## src/logic/cfm_pkg.sv

```systemverilog
package cfm_pkg;

    // timing
    localparam int CLK_MHZ = 20;
    localparam int TX_TIMEOUT_US = 1200;
    localparam int TX_TIMEOUT_CYC = TX_TIMEOUT_US * CLK_MHZ;
    localparam int RESUME_US = 200;
    localparam int RESUME_CYC = RESUME_US * CLK_MHZ;
    localparam int BUS_DOM_CYC_DEF = 2000;
    localparam int UV_FILTER_CYC_DEF = 2000;

    // register map
    localparam int ADDR_W = 4;
    localparam logic [ADDR_W-1:0] ADDR_CTRL = 4'h0;
    localparam logic [ADDR_W-1:0] ADDR_STATUS = 4'h4;
    localparam int CTRL_MODE_LSB = 0;
    localparam int MODE_W = 3;
    localparam int ST_BUS_DOM = 0;
    localparam int ST_CLAMPED = 1;
    localparam int ST_TX_TIMEOUT = 2;
    localparam int ST_THERMAL = 3;
    localparam int ST_DRV_EN = 4;
    localparam int ST_FAULT_N = 5;
    localparam int ST_CAN_OFF = 6;
    localparam int ST_LOAD_OFF = 7;
    localparam int ST_MODE_LSB = 8;
    localparam logic [1:0] RESP_OKAY = 2'h0;
    localparam logic [1:0] RESP_SLVERR = 2'h2;

    typedef enum logic [MODE_W-1:0] {
        CFM_NORMAL,
        CFM_SILENT,
        CFM_STANDBY,
        CFM_GOTOSLEEP,
        CFM_SLEEP
    } cfm_mode_t;

    // low-power mode after reset, as the floating pins select
    localparam cfm_mode_t MODE_RESET = CFM_SLEEP;

    typedef struct packed {
        logic awvalid;
        logic [ADDR_W-1:0] awaddr;
        logic wvalid;
        logic [31:0] wdata;
        logic [3:0] wstrb;
        logic bready;
        logic arvalid;
        logic [ADDR_W-1:0] araddr;
        logic rready;
    } cfm_axi_req_t;

    typedef struct packed {
        logic awready;
        logic wready;
        logic bvalid;
        logic [1:0] bresp;
        logic arready;
        logic rvalid;
        logic [31:0] rdata;
        logic [1:0] rresp;
    } cfm_axi_rsp_t;

endpackage

```

## src/logic/cfm_fault_monitor.sv

```systemverilog
// Added by the designer: register access over AXI4-Lite and the placing of the registers.
`timescale 1ns/10ps
// Contract
// - set bus-stuck flag when bus stays dominant past the bus dominant time
// - bus-stuck flag drives fault output low on normal-to-silent change
// - clear bus-stuck flag on receive rising edge or entering most modes
// - detect local faults in normal and silent, report on normal-to-silent
// - every other mode change clears the local fault indications
// - transmit low before driver activation keeps driver off
// - clamped fault clears on normal entry, recessive tx with dominant rx
// - receiver keeps mirroring bus during clamped and timeout faults
// - falling transmit edge with driver active starts dominant timeout
// - timeout expiry without rising edge disables driver, bus recessive
// - next transmit rising edge re-enables driver after timeout
// - thermal shutdown turns driver off, receive path stays working
// - thermal fault clears when cool, returns on over-temperature
// - active thermal fault is shown on the fault output
// - any supply undervoltage removes bus load
// - battery undervoltage puts the transceiver in its off state
// - transceiver supply low: stay in mode until the filter expires, receive output held high
// - logic supply low gives standby; long transceiver or logic supply undervoltage gives sleep
// - resume operation about 200 us after supplies recover
// - floating pins default to recessive transmit and low-power mode
// - transmit timeout flag set, reported on normal-to-silent change
module cfm_fault_monitor #(
    parameter int TXTO_CYC = cfm_pkg::TX_TIMEOUT_CYC,
    parameter int BUSDOM_CYC = cfm_pkg::BUS_DOM_CYC_DEF,
    parameter int UVF_CYC = cfm_pkg::UV_FILTER_CYC_DEF
) (
    // clock and reset
    input wire logic aclk,
    input wire logic aresetn,
    // register bus
    input wire cfm_pkg::cfm_axi_req_t axi_req,
    output cfm_pkg::cfm_axi_rsp_t axi_rsp,
    // controller side
    input wire logic tx_data,
    output logic rx_data_q,
    output logic fault_indicator_n_q,
    // bus side, low means dominant
    input wire logic bus_rx,
    output logic driver_enable_q,
    output logic bus_load_off_q,
    output logic can_off_q,
    output logic autonomous_active_q,
    // supervision inputs
    input wire logic over_temp,
    input wire logic uv_battery,
    input wire logic uv_transceiver_supply,
    input wire logic uv_logic_supply
);

    localparam int TW = $clog2(TXTO_CYC + 1);
    localparam int BW = $clog2(BUSDOM_CYC + 1);
    localparam int UW = $clog2(UVF_CYC + 1);
    localparam int RW = $clog2(cfm_pkg::RESUME_CYC + 1);
    localparam logic [TW-1:0] TXTO_MAX = TW'(TXTO_CYC);
    localparam logic [BW-1:0] BUSDOM_MAX = BW'(BUSDOM_CYC);
    localparam logic [UW-1:0] UVF_MAX = UW'(UVF_CYC);
    localparam logic [RW-1:0] RESUME_MAX = RW'(cfm_pkg::RESUME_CYC);

    if (TXTO_CYC < 1 || BUSDOM_CYC < 1 || UVF_CYC < 1) begin : g_chk
        $error("cfm_fault_monitor: counts must be at least one");
    end

    function automatic logic mode_legal(input logic [2:0] code);
        mode_legal = code <= 3'(cfm_pkg::CFM_SLEEP);
    endfunction

    // state
    cfm_pkg::cfm_mode_t mode_q, mode_d;
    logic bus_dom_q, clamped_q, tx_to_q, tsd_q, report_q;
    logic tx_prev_q, tx_run_q;
    logic [TW-1:0] tx_cnt_q;
    logic [BW-1:0] bus_cnt_q;
    logic [UW-1:0] uv_cnt_q;
    logic [RW-1:0] resume_cnt_q;

    // bus slave state
    logic aw_got_q, w_got_q, ar_busy_q;
    logic [cfm_pkg::ADDR_W-1:0] waddr_q;
    logic [31:0] wdata_q;
    logic [3:0] wstrb_q;
    logic awready_q, wready_q, bvalid_q, arready_q, rvalid_q;
    logic [1:0] bresp_q, rresp_q;
    logic [31:0] rdata_q;

    // bus decode
    wire aw_hs = axi_req.awvalid & awready_q;
    wire w_hs = axi_req.wvalid & wready_q;
    wire ar_hs = axi_req.arvalid & arready_q;
    wire do_write = aw_got_q & w_got_q & ~bvalid_q;
    wire wr_ctrl = do_write & (waddr_q == cfm_pkg::ADDR_CTRL);
    wire wr_hit = wr_ctrl | (waddr_q == cfm_pkg::ADDR_STATUS);
    wire [2:0] wr_mode = wdata_q[cfm_pkg::CTRL_MODE_LSB +: cfm_pkg::MODE_W];
    wire mode_wr = wr_ctrl & wstrb_q[0] & mode_legal(wr_mode);
    wire rd_ctrl = axi_req.araddr == cfm_pkg::ADDR_CTRL;
    wire rd_stat = axi_req.araddr == cfm_pkg::ADDR_STATUS;

    // supply supervision
    wire uv_any = uv_battery | uv_transceiver_supply | uv_logic_supply;
    wire uv_filt = uv_transceiver_supply | uv_logic_supply;
    wire uv_long = uv_filt & (uv_cnt_q == UVF_MAX);
    wire resumed = ~uv_any & (resume_cnt_q == RESUME_MAX);

    // mode selection
    always_comb begin
        mode_d = mode_q;
        if (uv_long) begin
            mode_d = cfm_pkg::CFM_SLEEP;
        end else if (uv_logic_supply) begin
            mode_d = cfm_pkg::CFM_STANDBY;
        end else if (mode_wr) begin
            mode_d = cfm_pkg::cfm_mode_t'(wr_mode);
        end
    end

    wire mode_chg = mode_d != mode_q;
    wire n2s = (mode_q == cfm_pkg::CFM_NORMAL) &
        (mode_d == cfm_pkg::CFM_SILENT);
    wire enter_normal = mode_chg & (mode_d == cfm_pkg::CFM_NORMAL);
    wire clear_local = mode_chg & ~n2s;
    wire clear_busdom = mode_chg & (mode_d != cfm_pkg::CFM_SILENT);

    // edges and receive path
    wire tx_fall = tx_prev_q & ~tx_data;
    wire tx_rise = ~tx_prev_q & tx_data;
    wire rx_d = uv_transceiver_supply | bus_rx;
    wire rx_rise = ~rx_data_q & rx_d;

    // flags
    wire bus_dom_set = ~bus_rx & (bus_cnt_q == BUSDOM_MAX);
    wire bus_dom_d = bus_dom_set |
        (bus_dom_q & ~rx_rise & ~clear_busdom);
    wire tx_to_set = tx_run_q & ~tx_data & (tx_cnt_q == TXTO_MAX);
    wire tx_to_d = tx_to_set | (tx_to_q & ~tx_rise & ~clear_local);
    wire clamp_set = enter_normal & ~tx_data;
    wire clamp_clr = enter_normal | clear_local |
        (tx_data & ~bus_rx & ~tx_to_q & ~tsd_q);
    wire clamped_d = clamp_set | (clamped_q & ~clamp_clr);
    wire local_any = bus_dom_d | clamped_d | tx_to_d;
    wire report_d = n2s ? local_any : (report_q & ~mode_chg);
    wire drv_d = (mode_d == cfm_pkg::CFM_NORMAL) & ~clamped_d & ~tx_to_d &
        ~over_temp & resumed;

    always_ff @(posedge aclk) begin
        if (!aresetn) begin
            mode_q <= cfm_pkg::MODE_RESET;
            bus_dom_q <= 1'b0;
            clamped_q <= 1'b0;
            tx_to_q <= 1'b0;
            tsd_q <= 1'b0;
            report_q <= 1'b0;
        end else begin
            mode_q <= mode_d;
            bus_dom_q <= bus_dom_d;
            clamped_q <= clamped_d;
            tx_to_q <= tx_to_d;
            tsd_q <= over_temp;
            report_q <= report_d;
        end
    end

    // counters of the reference clock
    always_ff @(posedge aclk) begin
        if (!aresetn) begin
            tx_prev_q <= 1'b1;
            tx_run_q <= 1'b0;
            tx_cnt_q <= '0;
            bus_cnt_q <= '0;
            uv_cnt_q <= '0;
            resume_cnt_q <= '0;
        end else begin
            tx_prev_q <= tx_data;
            if (tx_fall && driver_enable_q) begin
                tx_run_q <= 1'b1;
                tx_cnt_q <= '0;
            end else if (tx_data || tx_to_set) begin
                tx_run_q <= 1'b0;
                tx_cnt_q <= '0;
            end else if (tx_run_q) begin
                tx_cnt_q <= tx_cnt_q + 1'b1;
            end
            if (bus_rx) begin
                bus_cnt_q <= '0;
            end else if (bus_cnt_q != BUSDOM_MAX) begin
                bus_cnt_q <= bus_cnt_q + 1'b1;
            end
            if (!uv_filt) begin
                uv_cnt_q <= '0;
            end else if (!uv_long) begin
                uv_cnt_q <= uv_cnt_q + 1'b1;
            end
            if (uv_any) begin
                resume_cnt_q <= '0;
            end else if (!resumed) begin
                resume_cnt_q <= resume_cnt_q + 1'b1;
            end
        end
    end

    // pin outputs
    always_ff @(posedge aclk) begin
        if (!aresetn) begin
            rx_data_q <= 1'b1;
            fault_indicator_n_q <= 1'b1;
            driver_enable_q <= 1'b0;
            bus_load_off_q <= 1'b0;
            can_off_q <= 1'b0;
            autonomous_active_q <= 1'b0;
        end else begin
            rx_data_q <= rx_d;
            fault_indicator_n_q <= ~(report_d | over_temp);
            driver_enable_q <= drv_d;
            bus_load_off_q <= uv_any;
            can_off_q <= uv_battery;
            autonomous_active_q <= uv_transceiver_supply;
        end
    end

    // status word
    logic [31:0] status_w;
    always_comb begin
        status_w = '0;
        status_w[cfm_pkg::ST_BUS_DOM] = bus_dom_q;
        status_w[cfm_pkg::ST_CLAMPED] = clamped_q;
        status_w[cfm_pkg::ST_TX_TIMEOUT] = tx_to_q;
        status_w[cfm_pkg::ST_THERMAL] = tsd_q;
        status_w[cfm_pkg::ST_DRV_EN] = driver_enable_q;
        status_w[cfm_pkg::ST_FAULT_N] = fault_indicator_n_q;
        status_w[cfm_pkg::ST_CAN_OFF] = can_off_q;
        status_w[cfm_pkg::ST_LOAD_OFF] = bus_load_off_q;
        status_w[cfm_pkg::ST_MODE_LSB +: cfm_pkg::MODE_W] = mode_q;
    end
    wire [31:0] ctrl_w = {29'h0, mode_q};

    // write channel
    always_ff @(posedge aclk) begin
        if (!aresetn) begin
            aw_got_q <= 1'b0;
            w_got_q <= 1'b0;
            waddr_q <= '0;
            wdata_q <= '0;
            wstrb_q <= '0;
            awready_q <= 1'b1;
            wready_q <= 1'b1;
            bvalid_q <= 1'b0;
            bresp_q <= cfm_pkg::RESP_OKAY;
        end else begin
            if (aw_hs) begin
                aw_got_q <= 1'b1;
                awready_q <= 1'b0;
                waddr_q <= axi_req.awaddr;
            end
            if (w_hs) begin
                w_got_q <= 1'b1;
                wready_q <= 1'b0;
                wdata_q <= axi_req.wdata;
                wstrb_q <= axi_req.wstrb;
            end
            if (do_write) begin
                bvalid_q <= 1'b1;
                bresp_q <= wr_hit ? cfm_pkg::RESP_OKAY : cfm_pkg::RESP_SLVERR;
            end
            if (bvalid_q && axi_req.bready) begin
                bvalid_q <= 1'b0;
                aw_got_q <= 1'b0;
                w_got_q <= 1'b0;
                awready_q <= 1'b1;
                wready_q <= 1'b1;
            end
        end
    end

    // read channel
    always_ff @(posedge aclk) begin
        if (!aresetn) begin
            ar_busy_q <= 1'b0;
            arready_q <= 1'b1;
            rvalid_q <= 1'b0;
            rdata_q <= '0;
            rresp_q <= cfm_pkg::RESP_OKAY;
        end else if (ar_hs) begin
            ar_busy_q <= 1'b1;
            arready_q <= 1'b0;
            rvalid_q <= 1'b1;
            rdata_q <= rd_ctrl ? ctrl_w : (rd_stat ? status_w : 32'h0);
            rresp_q <= (rd_ctrl | rd_stat) ? cfm_pkg::RESP_OKAY :
                cfm_pkg::RESP_SLVERR;
        end else if (rvalid_q && axi_req.rready) begin
            ar_busy_q <= 1'b0;
            arready_q <= 1'b1;
            rvalid_q <= 1'b0;
        end
    end

    assign axi_rsp = '{awready: awready_q, wready: wready_q,
        bvalid: bvalid_q, bresp: bresp_q, arready: arready_q,
        rvalid: rvalid_q, rdata: rdata_q, rresp: rresp_q};

    // checks
    a_busdom_set_flag: assert property (@(posedge aclk)
        disable iff (!aresetn)
        (!bus_rx && bus_cnt_q == BUSDOM_MAX) |=> bus_dom_q)
        else $error("bus stuck flag not set");
    a_busdom_rx_clear: assert property (@(posedge aclk)
        disable iff (!aresetn)
        (rx_rise && bus_rx) |=> !bus_dom_q)
        else $error("bus stuck flag not cleared");
    a_busdom_mode_clear: assert property (@(posedge aclk)
        disable iff (!aresetn)
        (clear_busdom && !bus_dom_set) |=> !bus_dom_q)
        else $error("bus stuck flag kept over mode change");
    a_report_n2s_flag: assert property (@(posedge aclk)
        disable iff (!aresetn)
        (n2s && local_any) |=> !fault_indicator_n_q)
        else $error("fault not reported on silent entry");
    a_report_holds_low: assert property (@(posedge aclk)
        disable iff (!aresetn)
        (report_q && !mode_chg) |=> !fault_indicator_n_q)
        else $error("fault report dropped within silent mode");
    a_local_mode_clear: assert property (@(posedge aclk)
        disable iff (!aresetn)
        (clear_local && !clamp_set && !tx_to_set && !over_temp) |=>
        (!tx_to_q && !clamped_q && fault_indicator_n_q))
        else $error("local faults kept over mode change");
    a_timeout_arms: assert property (@(posedge aclk)
        disable iff (!aresetn)
        (tx_fall && driver_enable_q) |=> (tx_run_q && tx_cnt_q == '0))
        else $error("dominant timeout not started");
    a_timeout_drv_off: assert property (@(posedge aclk)
        disable iff (!aresetn)
        tx_to_set |=> (tx_to_q && !driver_enable_q))
        else $error("driver active after timeout");
    a_timeout_release: assert property (@(posedge aclk)
        disable iff (!aresetn)
        (tx_to_q && tx_rise && !tx_to_set) |=> !tx_to_q)
        else $error("timeout not released on rising tx");
    a_thermal_drv_off: assert property (@(posedge aclk)
        disable iff (!aresetn)
        over_temp |=> (!driver_enable_q && !fault_indicator_n_q))
        else $error("thermal fault not acted on");
    a_rx_mirror_bus: assert property (@(posedge aclk)
        disable iff (!aresetn)
        !uv_transceiver_supply |=> rx_data_q == $past(bus_rx))
        else $error("receive output does not follow bus");
    a_uv_protect_off: assert property (@(posedge aclk)
        disable iff (!aresetn)
        uv_battery |=> (bus_load_off_q && can_off_q && !driver_enable_q))
        else $error("battery undervoltage not protected");
    a_uvcc_rx_high: assert property (@(posedge aclk)
        disable iff (!aresetn)
        uv_transceiver_supply |=> (rx_data_q && autonomous_active_q))
        else $error("receive output not held high");
    a_uvio_standby: assert property (@(posedge aclk)
        disable iff (!aresetn)
        (uv_logic_supply && !uv_long) |=>
        (mode_q == cfm_pkg::CFM_STANDBY || mode_q == cfm_pkg::CFM_SLEEP))
        else $error("logic undervoltage not in standby");
    a_clamp_blocks_drv: assert property (@(posedge aclk)
        disable iff (!aresetn)
        clamp_set |=> (clamped_q && !driver_enable_q))
        else $error("clamped transmit not blocking driver");
    a_clamp_rx_clear: assert property (@(posedge aclk)
        disable iff (!aresetn)
        (clamped_q && tx_data && !bus_rx && !tx_to_q && !tsd_q) |=>
        !clamped_q)
        else $error("clamped flag not released");
    a_resume_drv_off: assert property (@(posedge aclk)
        disable iff (!aresetn)
        !resumed |=> !driver_enable_q)
        else $error("driver active before supplies settled");

endmodule

```

## config.mk

```make
export PLATFORM = sky130hd
export DESIGN_NAME = cfm_fault_monitor
export DESIGN_NICKNAME = d
export VERILOG_FILES = /design/src/logic/cfm_pkg.sv /design/src/logic/cfm_fault_monitor.sv
export SDC_FILE = /design/constraint.sdc
export NUM_CORES = 1
export LEC_CHECK = 0
export ABC_AREA = 1
export BUFFER_PORTS_ARGS = -buffer_cell sky130_fd_sc_hd__buf_4
export CORE_MARGIN = 2
export CORE_UTILIZATION = 40
export DETAILED_ROUTE_END_ITERATION = 8
export PLACE_DENSITY = 0.62
export SYNTH_ARGS = -nofsm -noshare
export SYNTH_HDL_FRONTEND = slang
export SYNTH_SLANG_ARGS = --single-unit
```

## constraint.sdc

```tcl
create_clock -name aclk -period 2.3 [get_ports aclk]
set_input_delay 0.575 -clock aclk [delete_from_list [all_inputs] [get_ports aclk]]
set_output_delay 0.575 -clock aclk [all_outputs]
set_load 0.01 [all_outputs]
```

# After elaboration in Yosys (flattened, before gate mapping)
# Cells that the tools add are included.
[totals]
regBits = 116
in_bits = 57
out_inout_bits = 47
word_cells = 143
[classes]
add_sub_neg = 4
n_lt_le_gt_ge = 1
eq_ne = 10
n_mux = 14
n_bitwise = 68
n_reduce_logical = 15
[ops]
columns = ["cell", "n"]
rows = [
  ["$and 1x1->1", 34],
  ["$add 11x1->11 const B", 2],
  ["$eq 11x11->1 const B", 2],
  ["$mux 11", 2],
  ["$not 1->1", 20],
  ["$add 15x1->15 const B", 1],
  ["$eq 15x15->1 const B", 1],
  ["$or 1x1->1", 14],
  ["$add 12x1->12 const B", 1],
  ["$eq 12x12->1 const B", 1],
  ["$ne 11x11->1 const B", 1],
  ["$mux 3", 3],
  ["$eq 4x3->1 const B", 2],
  ["$logic_not 4->1", 2],
  ["$mux 1", 7],
  ["$logic_not 3->1", 2],
  ["$reduce_or 2->1", 3],
  ["$mux 2", 2],
  ["$reduce_bool 2->1", 2],
  ["$eq 3x1->1 const B", 1],
  ["$le 3x3->1 const B", 1],
  ["$logic_and 1x1->1", 3],
  ["$ne 3x1->1 const B", 1],
  ["$ne 3x3->1", 1],
  ["other kinds (3)", 3],
]

# Longest topological paths before layout
[logic_depth]
ltp_word = 22
depth_mapped = 18
depth_no_buf = 18

# Least setup slack after synthesis
# No wires, ideal clock.
[synth_path]
path_type = "input -> register"
startpoint = "input port uv_transceiver_supply"
endpoint = "register report_q"
setup_ps = 115
arrival_time_ps = 1753
required_time_ps = 2185
slack_ps = 432
cell_stages = 15
path_buffers = 0
path_cell_list = "nor2_1 > nor2_1 > nand3_2 > nand2_1 > inv_1 > nand3_2 > nand2_1 > nand2_1 > nor2_2 > nand2_2 > nand3_1 > nand2_2 > inv_2 > nand3_2 > and2_1"
[synth_via]
elab_chain_len = 15
elab_cells_between_ends = 33
classes_between = "eq/ne (3); mux (2); bitwise (27); reduce/logical (1)"
[synth_lines]
columns = ["item", "line_no", "rtl"]
rows = [
  ["start: declaration", "cfm_fault_monitor.sv:49", "input wire logic uv_transceiver_supply,"],
  ["$or 1x1->1", "cfm_fault_monitor.sv:102", "wire uv_filt = uv_transceiver_supply | uv_logic_supply;"],
  ["$and 1x1->1", "cfm_fault_monitor.sv:103", "wire uv_long = uv_filt & (uv_cnt_q == UVF_MAX);"],
  ["$mux 3", "cfm_fault_monitor.sv:109", "if (uv_long) begin"],
  ["$eq 3x1->1", "cfm_fault_monitor.sv:120", "(mode_d == cfm_pkg::CFM_SILENT);"],
  ["$and 1x1->1", "cfm_fault_monitor.sv:119", "wire n2s = (mode_q == cfm_pkg::CFM_NORMAL) &"],
  ["$not 1->1", "cfm_fault_monitor.sv:122", "wire clear_local = mode_chg & ~n2s;"],
  ["$and 1x1->1", "cfm_fault_monitor.sv:122", ""],
  ["$or 1x1->1 (2 in series)", "cfm_fault_monitor.sv:138", "wire clamp_clr = enter_normal | clear_local |"],
  ["$not 1->1", "cfm_fault_monitor.sv:140", "wire clamped_d = clamp_set | (clamped_q & ~clamp_clr);"],
  ["$and 1x1->1", "cfm_fault_monitor.sv:140", ""],
  ["$or 1x1->1", "cfm_fault_monitor.sv:140", ""],
  ["$or 1x1->1 (2 in series)", "cfm_fault_monitor.sv:141", "wire local_any = bus_dom_d | clamped_d | tx_to_d;"],
  ["$mux 1 (*)", "cfm_fault_monitor.sv:142", "wire report_d = n2s ? local_any : (report_q & ~mode_chg);"],
  ["end signal: assignment", "cfm_fault_monitor.sv:160", "report_q <= report_d;"],
  ["end: declaration", "cfm_fault_monitor.sv:72", "logic bus_dom_q, clamped_q, tx_to_q, tsd_q, report_q;"],
]
# Every way passes the cells marked *; elsewhere a longest branch is shown, timed or not.
# A chain may end at the register's enable or synchronous reset.

# Worst setup path after layout
[layout_path]
startpoint = "register uv_cnt_q[0]"
endpoint = "register report_q"
[layout_via]
elab_chain_len = 15
elab_cells_between_ends = 29
classes_between = "eq/ne (4); mux (2); bitwise (22); reduce/logical (1)"
[layout_lines]
columns = ["item", "line_no", "rtl"]
rows = [
  ["start: declaration", "cfm_fault_monitor.sv:76", "logic [UW-1:0] uv_cnt_q;"],
  ["start signal: assignment", "cfm_fault_monitor.sv:192", "uv_cnt_q <= uv_cnt_q + 1'b1;"],
  ["$eq 11x11->1 (*)", "cfm_fault_monitor.sv:103", ""],
  ["$and 1x1->1 (*)", "cfm_fault_monitor.sv:103", ""],
  ["$mux 3 (*)", "cfm_fault_monitor.sv:109", ""],
  ["$eq 3x1->1", "cfm_fault_monitor.sv:120", ""],
  ["$and 1x1->1", "cfm_fault_monitor.sv:119", ""],
  ["$not 1->1", "cfm_fault_monitor.sv:122", ""],
  ["$and 1x1->1", "cfm_fault_monitor.sv:122", ""],
  ["$or 1x1->1 (2 in series)", "cfm_fault_monitor.sv:138", ""],
  ["$not 1->1", "cfm_fault_monitor.sv:140", ""],
  ["$and 1x1->1", "cfm_fault_monitor.sv:140", ""],
  ["$or 1x1->1", "cfm_fault_monitor.sv:140", ""],
  ["$or 1x1->1 (2 in series)", "cfm_fault_monitor.sv:141", ""],
  ["$mux 1 (*)", "cfm_fault_monitor.sv:142", ""],
]
# Marks and branches as above.

==> results.toml <==
[grt]
grt_pass1_wl_microns = 14100
grt_pass1_vias = 3218
overflow = 0
grtUsageTotal = 0.152
grt_max_degree = 19
antenna_found_initial = 0

[synth]
synth_xor_area_frac = 0.0165
synth-warning-count = 0
synth_top_area_cell = "dfxtp_1"
synthAdderAreaFrac = 0.0236
synth_simple_gate_area_share = 0.264
synth_area_leaders = "dfxtp_1 44%, nand2_1 8.9%, inv_1 6.8%"
synth_area_sq_um = 4240
synth-seq-cells = 93
synth_top_family_by_area = "simple AND/OR/NAND/NOR gates"
yosysUniqueCellTypes = 32
synth_compound_area_frac = 0.131
synth_top_area_frac = 0.439
synthMuxAreaShare = 0
seq_area_frac_synth = 0.439
synthCells = 571
syn_avg_cell_area_sq_um = 7.43

[detailed_routing]
num_vias = 3559
wl_per_cell_microns = 10.9
avgViaCountPerCell = 4.64
wl_microns = 8350
drt-initial-drc-count = 142
antenna_left = 0
first_pass_iters = 4
drc = 0

[timing]
rsz0062_at_grt = "false"
tns_ns = 0
hold_viol_final = 0
min_period_ns = 2.06
skew_ns = 0.00755
max_freq_ghz = 0.485
slew_violations = 0
setup_violations = 0
fin_crit_sh = 0.896

[clock_network]
hold_buffers = 0
clock-sinks = 93
cts_inserted_buffers = 9
cts_root_buf = "clkbuf_8"
cts_resized = 0
ctsHtreeMaxLevel = 3
post-cts-setup-buffers = 0
clockBufferDepth = 2
clk_pin_slew_ns = 0.09
cts_tree = "yes"
clkLatencyLatePin_ns = 0.35

[place]
port_buffers = 48
placed_area_sq_um = 4680
dp_hpwl_microns = 6390
gp_congestion = 0.808

[setup_path]
reg2reg_depth = 18
crit_slowest_cell = "dfxtp_1"
critPathArrivalTime_ns = 2.32
path_class = "reg2reg"
cp-start-kind = "flip-flop"
max_stage_delay_ns = 0.32
critPathMaxFanout = 4
worstPathRequired_ns = 2.55
cp-end-kind = "flip-flop"
reg2reg_slack_ns = 0.24
regToRegEndpoint = "report_q"
crit_top_cell = "nand2_1"
critical_path.cell_chain = "inv_1 > ha_1 > nand2_1 > nor2_1 > nand3_2 > nand2_1 > inv_1 > nand3_2 > nand2_1 > nand2_1 > nor2_2 > nand2_2 > nand2_1 > nand2_1 > nand2_1 > nor2_2 > nand3_2 > and2_1"
r2r-start = "uv_cnt_q[0]"

[finish]
fillers = 1006
layout_common_cells = "101 x nand2_1, 93 x dfxtp_1, 77 x inv_1, 63 x nor2_1"
postLayoutCellArea_sq_um = 4920
antenna_cells = 0
nets = 691
layout-drive-gt1-share = 0.151
area_delta_synth_final_pct = 16.0
final_common_cell = "nand2_1"

[die]
core_sq_um = 10300
pin_count = 104
die_y_microns = 107
die_area_sq_um = 11400
start_util = 0.411
row_count = 37
die_x_microns = 107

[power_and_ir_drop]
ir_drop_uv = 325
powerDensity_nw_per_um2 = 657
p_leak_uw = 0.00202

[worst_hold_path]
holdPathStages = 2
hold_path_startpoint = "waddr_q[1]"
hold_class = "reg2reg"
holdPathEnd = "waddr_q[1]"

[run]
drv_cap = 0

[outcome]
outcome = "finished, final reports clean"
## where the power goes
part | switching [uW] | total, uW | internal (uW)
logic | 151 | 249 | 97.1
clock network | 580 | 1310 | 728
registers | 29.4 | 1680 | 1650
## critical path: cells and delay by family (launching register included)
kind / cells / cell delay, ns
buffers and inverters: 2 / 0.16
and+or+nand+nor: 15 / 1.31
adders and majority gates: 1 / 0.17
DFF: 1 / 0.32
## logic make-up after synthesis
logic type,Yosys count
other,1
DFF,93
AOI/OAI and AO/OA,103
adders and majority gates,8
buffers and inverters,113
and+or+nand+nor,245
xor gates and xnor gates,8
## cell usage after synthesis
master    number
a21oi_1       55
and2_1         1
o41a_1         1
buf_4         28
nor3b_1        3
or3_1          1
nand2_1      101
a21oi_4        1
a211oi_1       1
nor2_2         3
dfxtp_1       93
clkbuf_1       5
ha_1           8
inv_1         77
o21ai_0       34
a31oi_1        6
conb_1         1
nand3_1       25
nor3_1        16
xor2_1         4
nand3_2        7
nand4_1       10
inv_2          2
nor4_4         1
nand2_2        6
nor4_1         4
clkinv_1       1
nor2_1        63
or2_2          3
nor2_4         1
o21a_1         5
xnor2_1        4
## registers in the layout, indices dropped and copies added, names as in the netlist, 3 cells and up
signal / count
tx_cnt_q: 15
resume_cnt_q: 12
bus_cnt_q: 11
rdata_q: 11
uv_cnt_q: 11
waddr_q: 4
mode_q: 3
wdata_q: 3
## per-stage QoR
step | setup slack (ns) | hold WS, ns | total power [uW] | util | std cells
detailed placement | 0.123 | 0.446 | 1970 | 0.453 | 751
finish | 0.238 | 0.457 | 3240 | 0.477 | 767
floorplan | 0.432 | 0.429 | 1900 | - | 593
CTS | 0.249 | 0.439 | 3270 | 0.477 | 767
global route | 0.0477 | 0.461 | 3380 | 0.477 | 767
global placement | 0.158 | 0.443 | 1960 | 0.453 | 751
## area by class of cell
| class | instances | area (sq um) | share of cell area |
|---|---|---|---|
| multi-input cells | 387 | 1930 | 0.393 |
| flip-flops and latches | 93 | 1860 | 0.378 |
| repair buffers | 55 | 413 | 0.0839 |
| inverters | 80 | 300 | 0.0610 |
| well taps | 136 | 170 | 0.0346 |
| clock buffers | 9 | 124 | 0.0252 |
| clock inverters | 7 | 120 | 0.0244 |
## layer usage
metal / part of all wire / track usage / vias to the layer above
met3: 0.034 / 0.0225 / 10
li1: - / - / 1908
met2: 0.45 / 0.248 / 69
met4: 0.016 / 0.0603 / 0
met1: 0.50 / 0.202 / 1572
met5: 0 / 0 / -
## how the worst max path moves through the flow
stage | start | slack [ns] | cells past startpoint | end
after floorplan | uv_transceiver_supply | 0.43 | 15 | report_q
after detailed placement | uv_transceiver_supply | 0.12 | 16 | report_q
after global placement | uv_transceiver_supply | 0.16 | 16 | report_q
final | uv_cnt_q[0] | 0.24 | 18 | report_q
after global routing | uv_cnt_q[0] | 0.05 | 18 | report_q
after CTS | uv_cnt_q[0] | 0.25 | 18 | report_q
No activity file was read; power rests on OpenSTA's default activity.
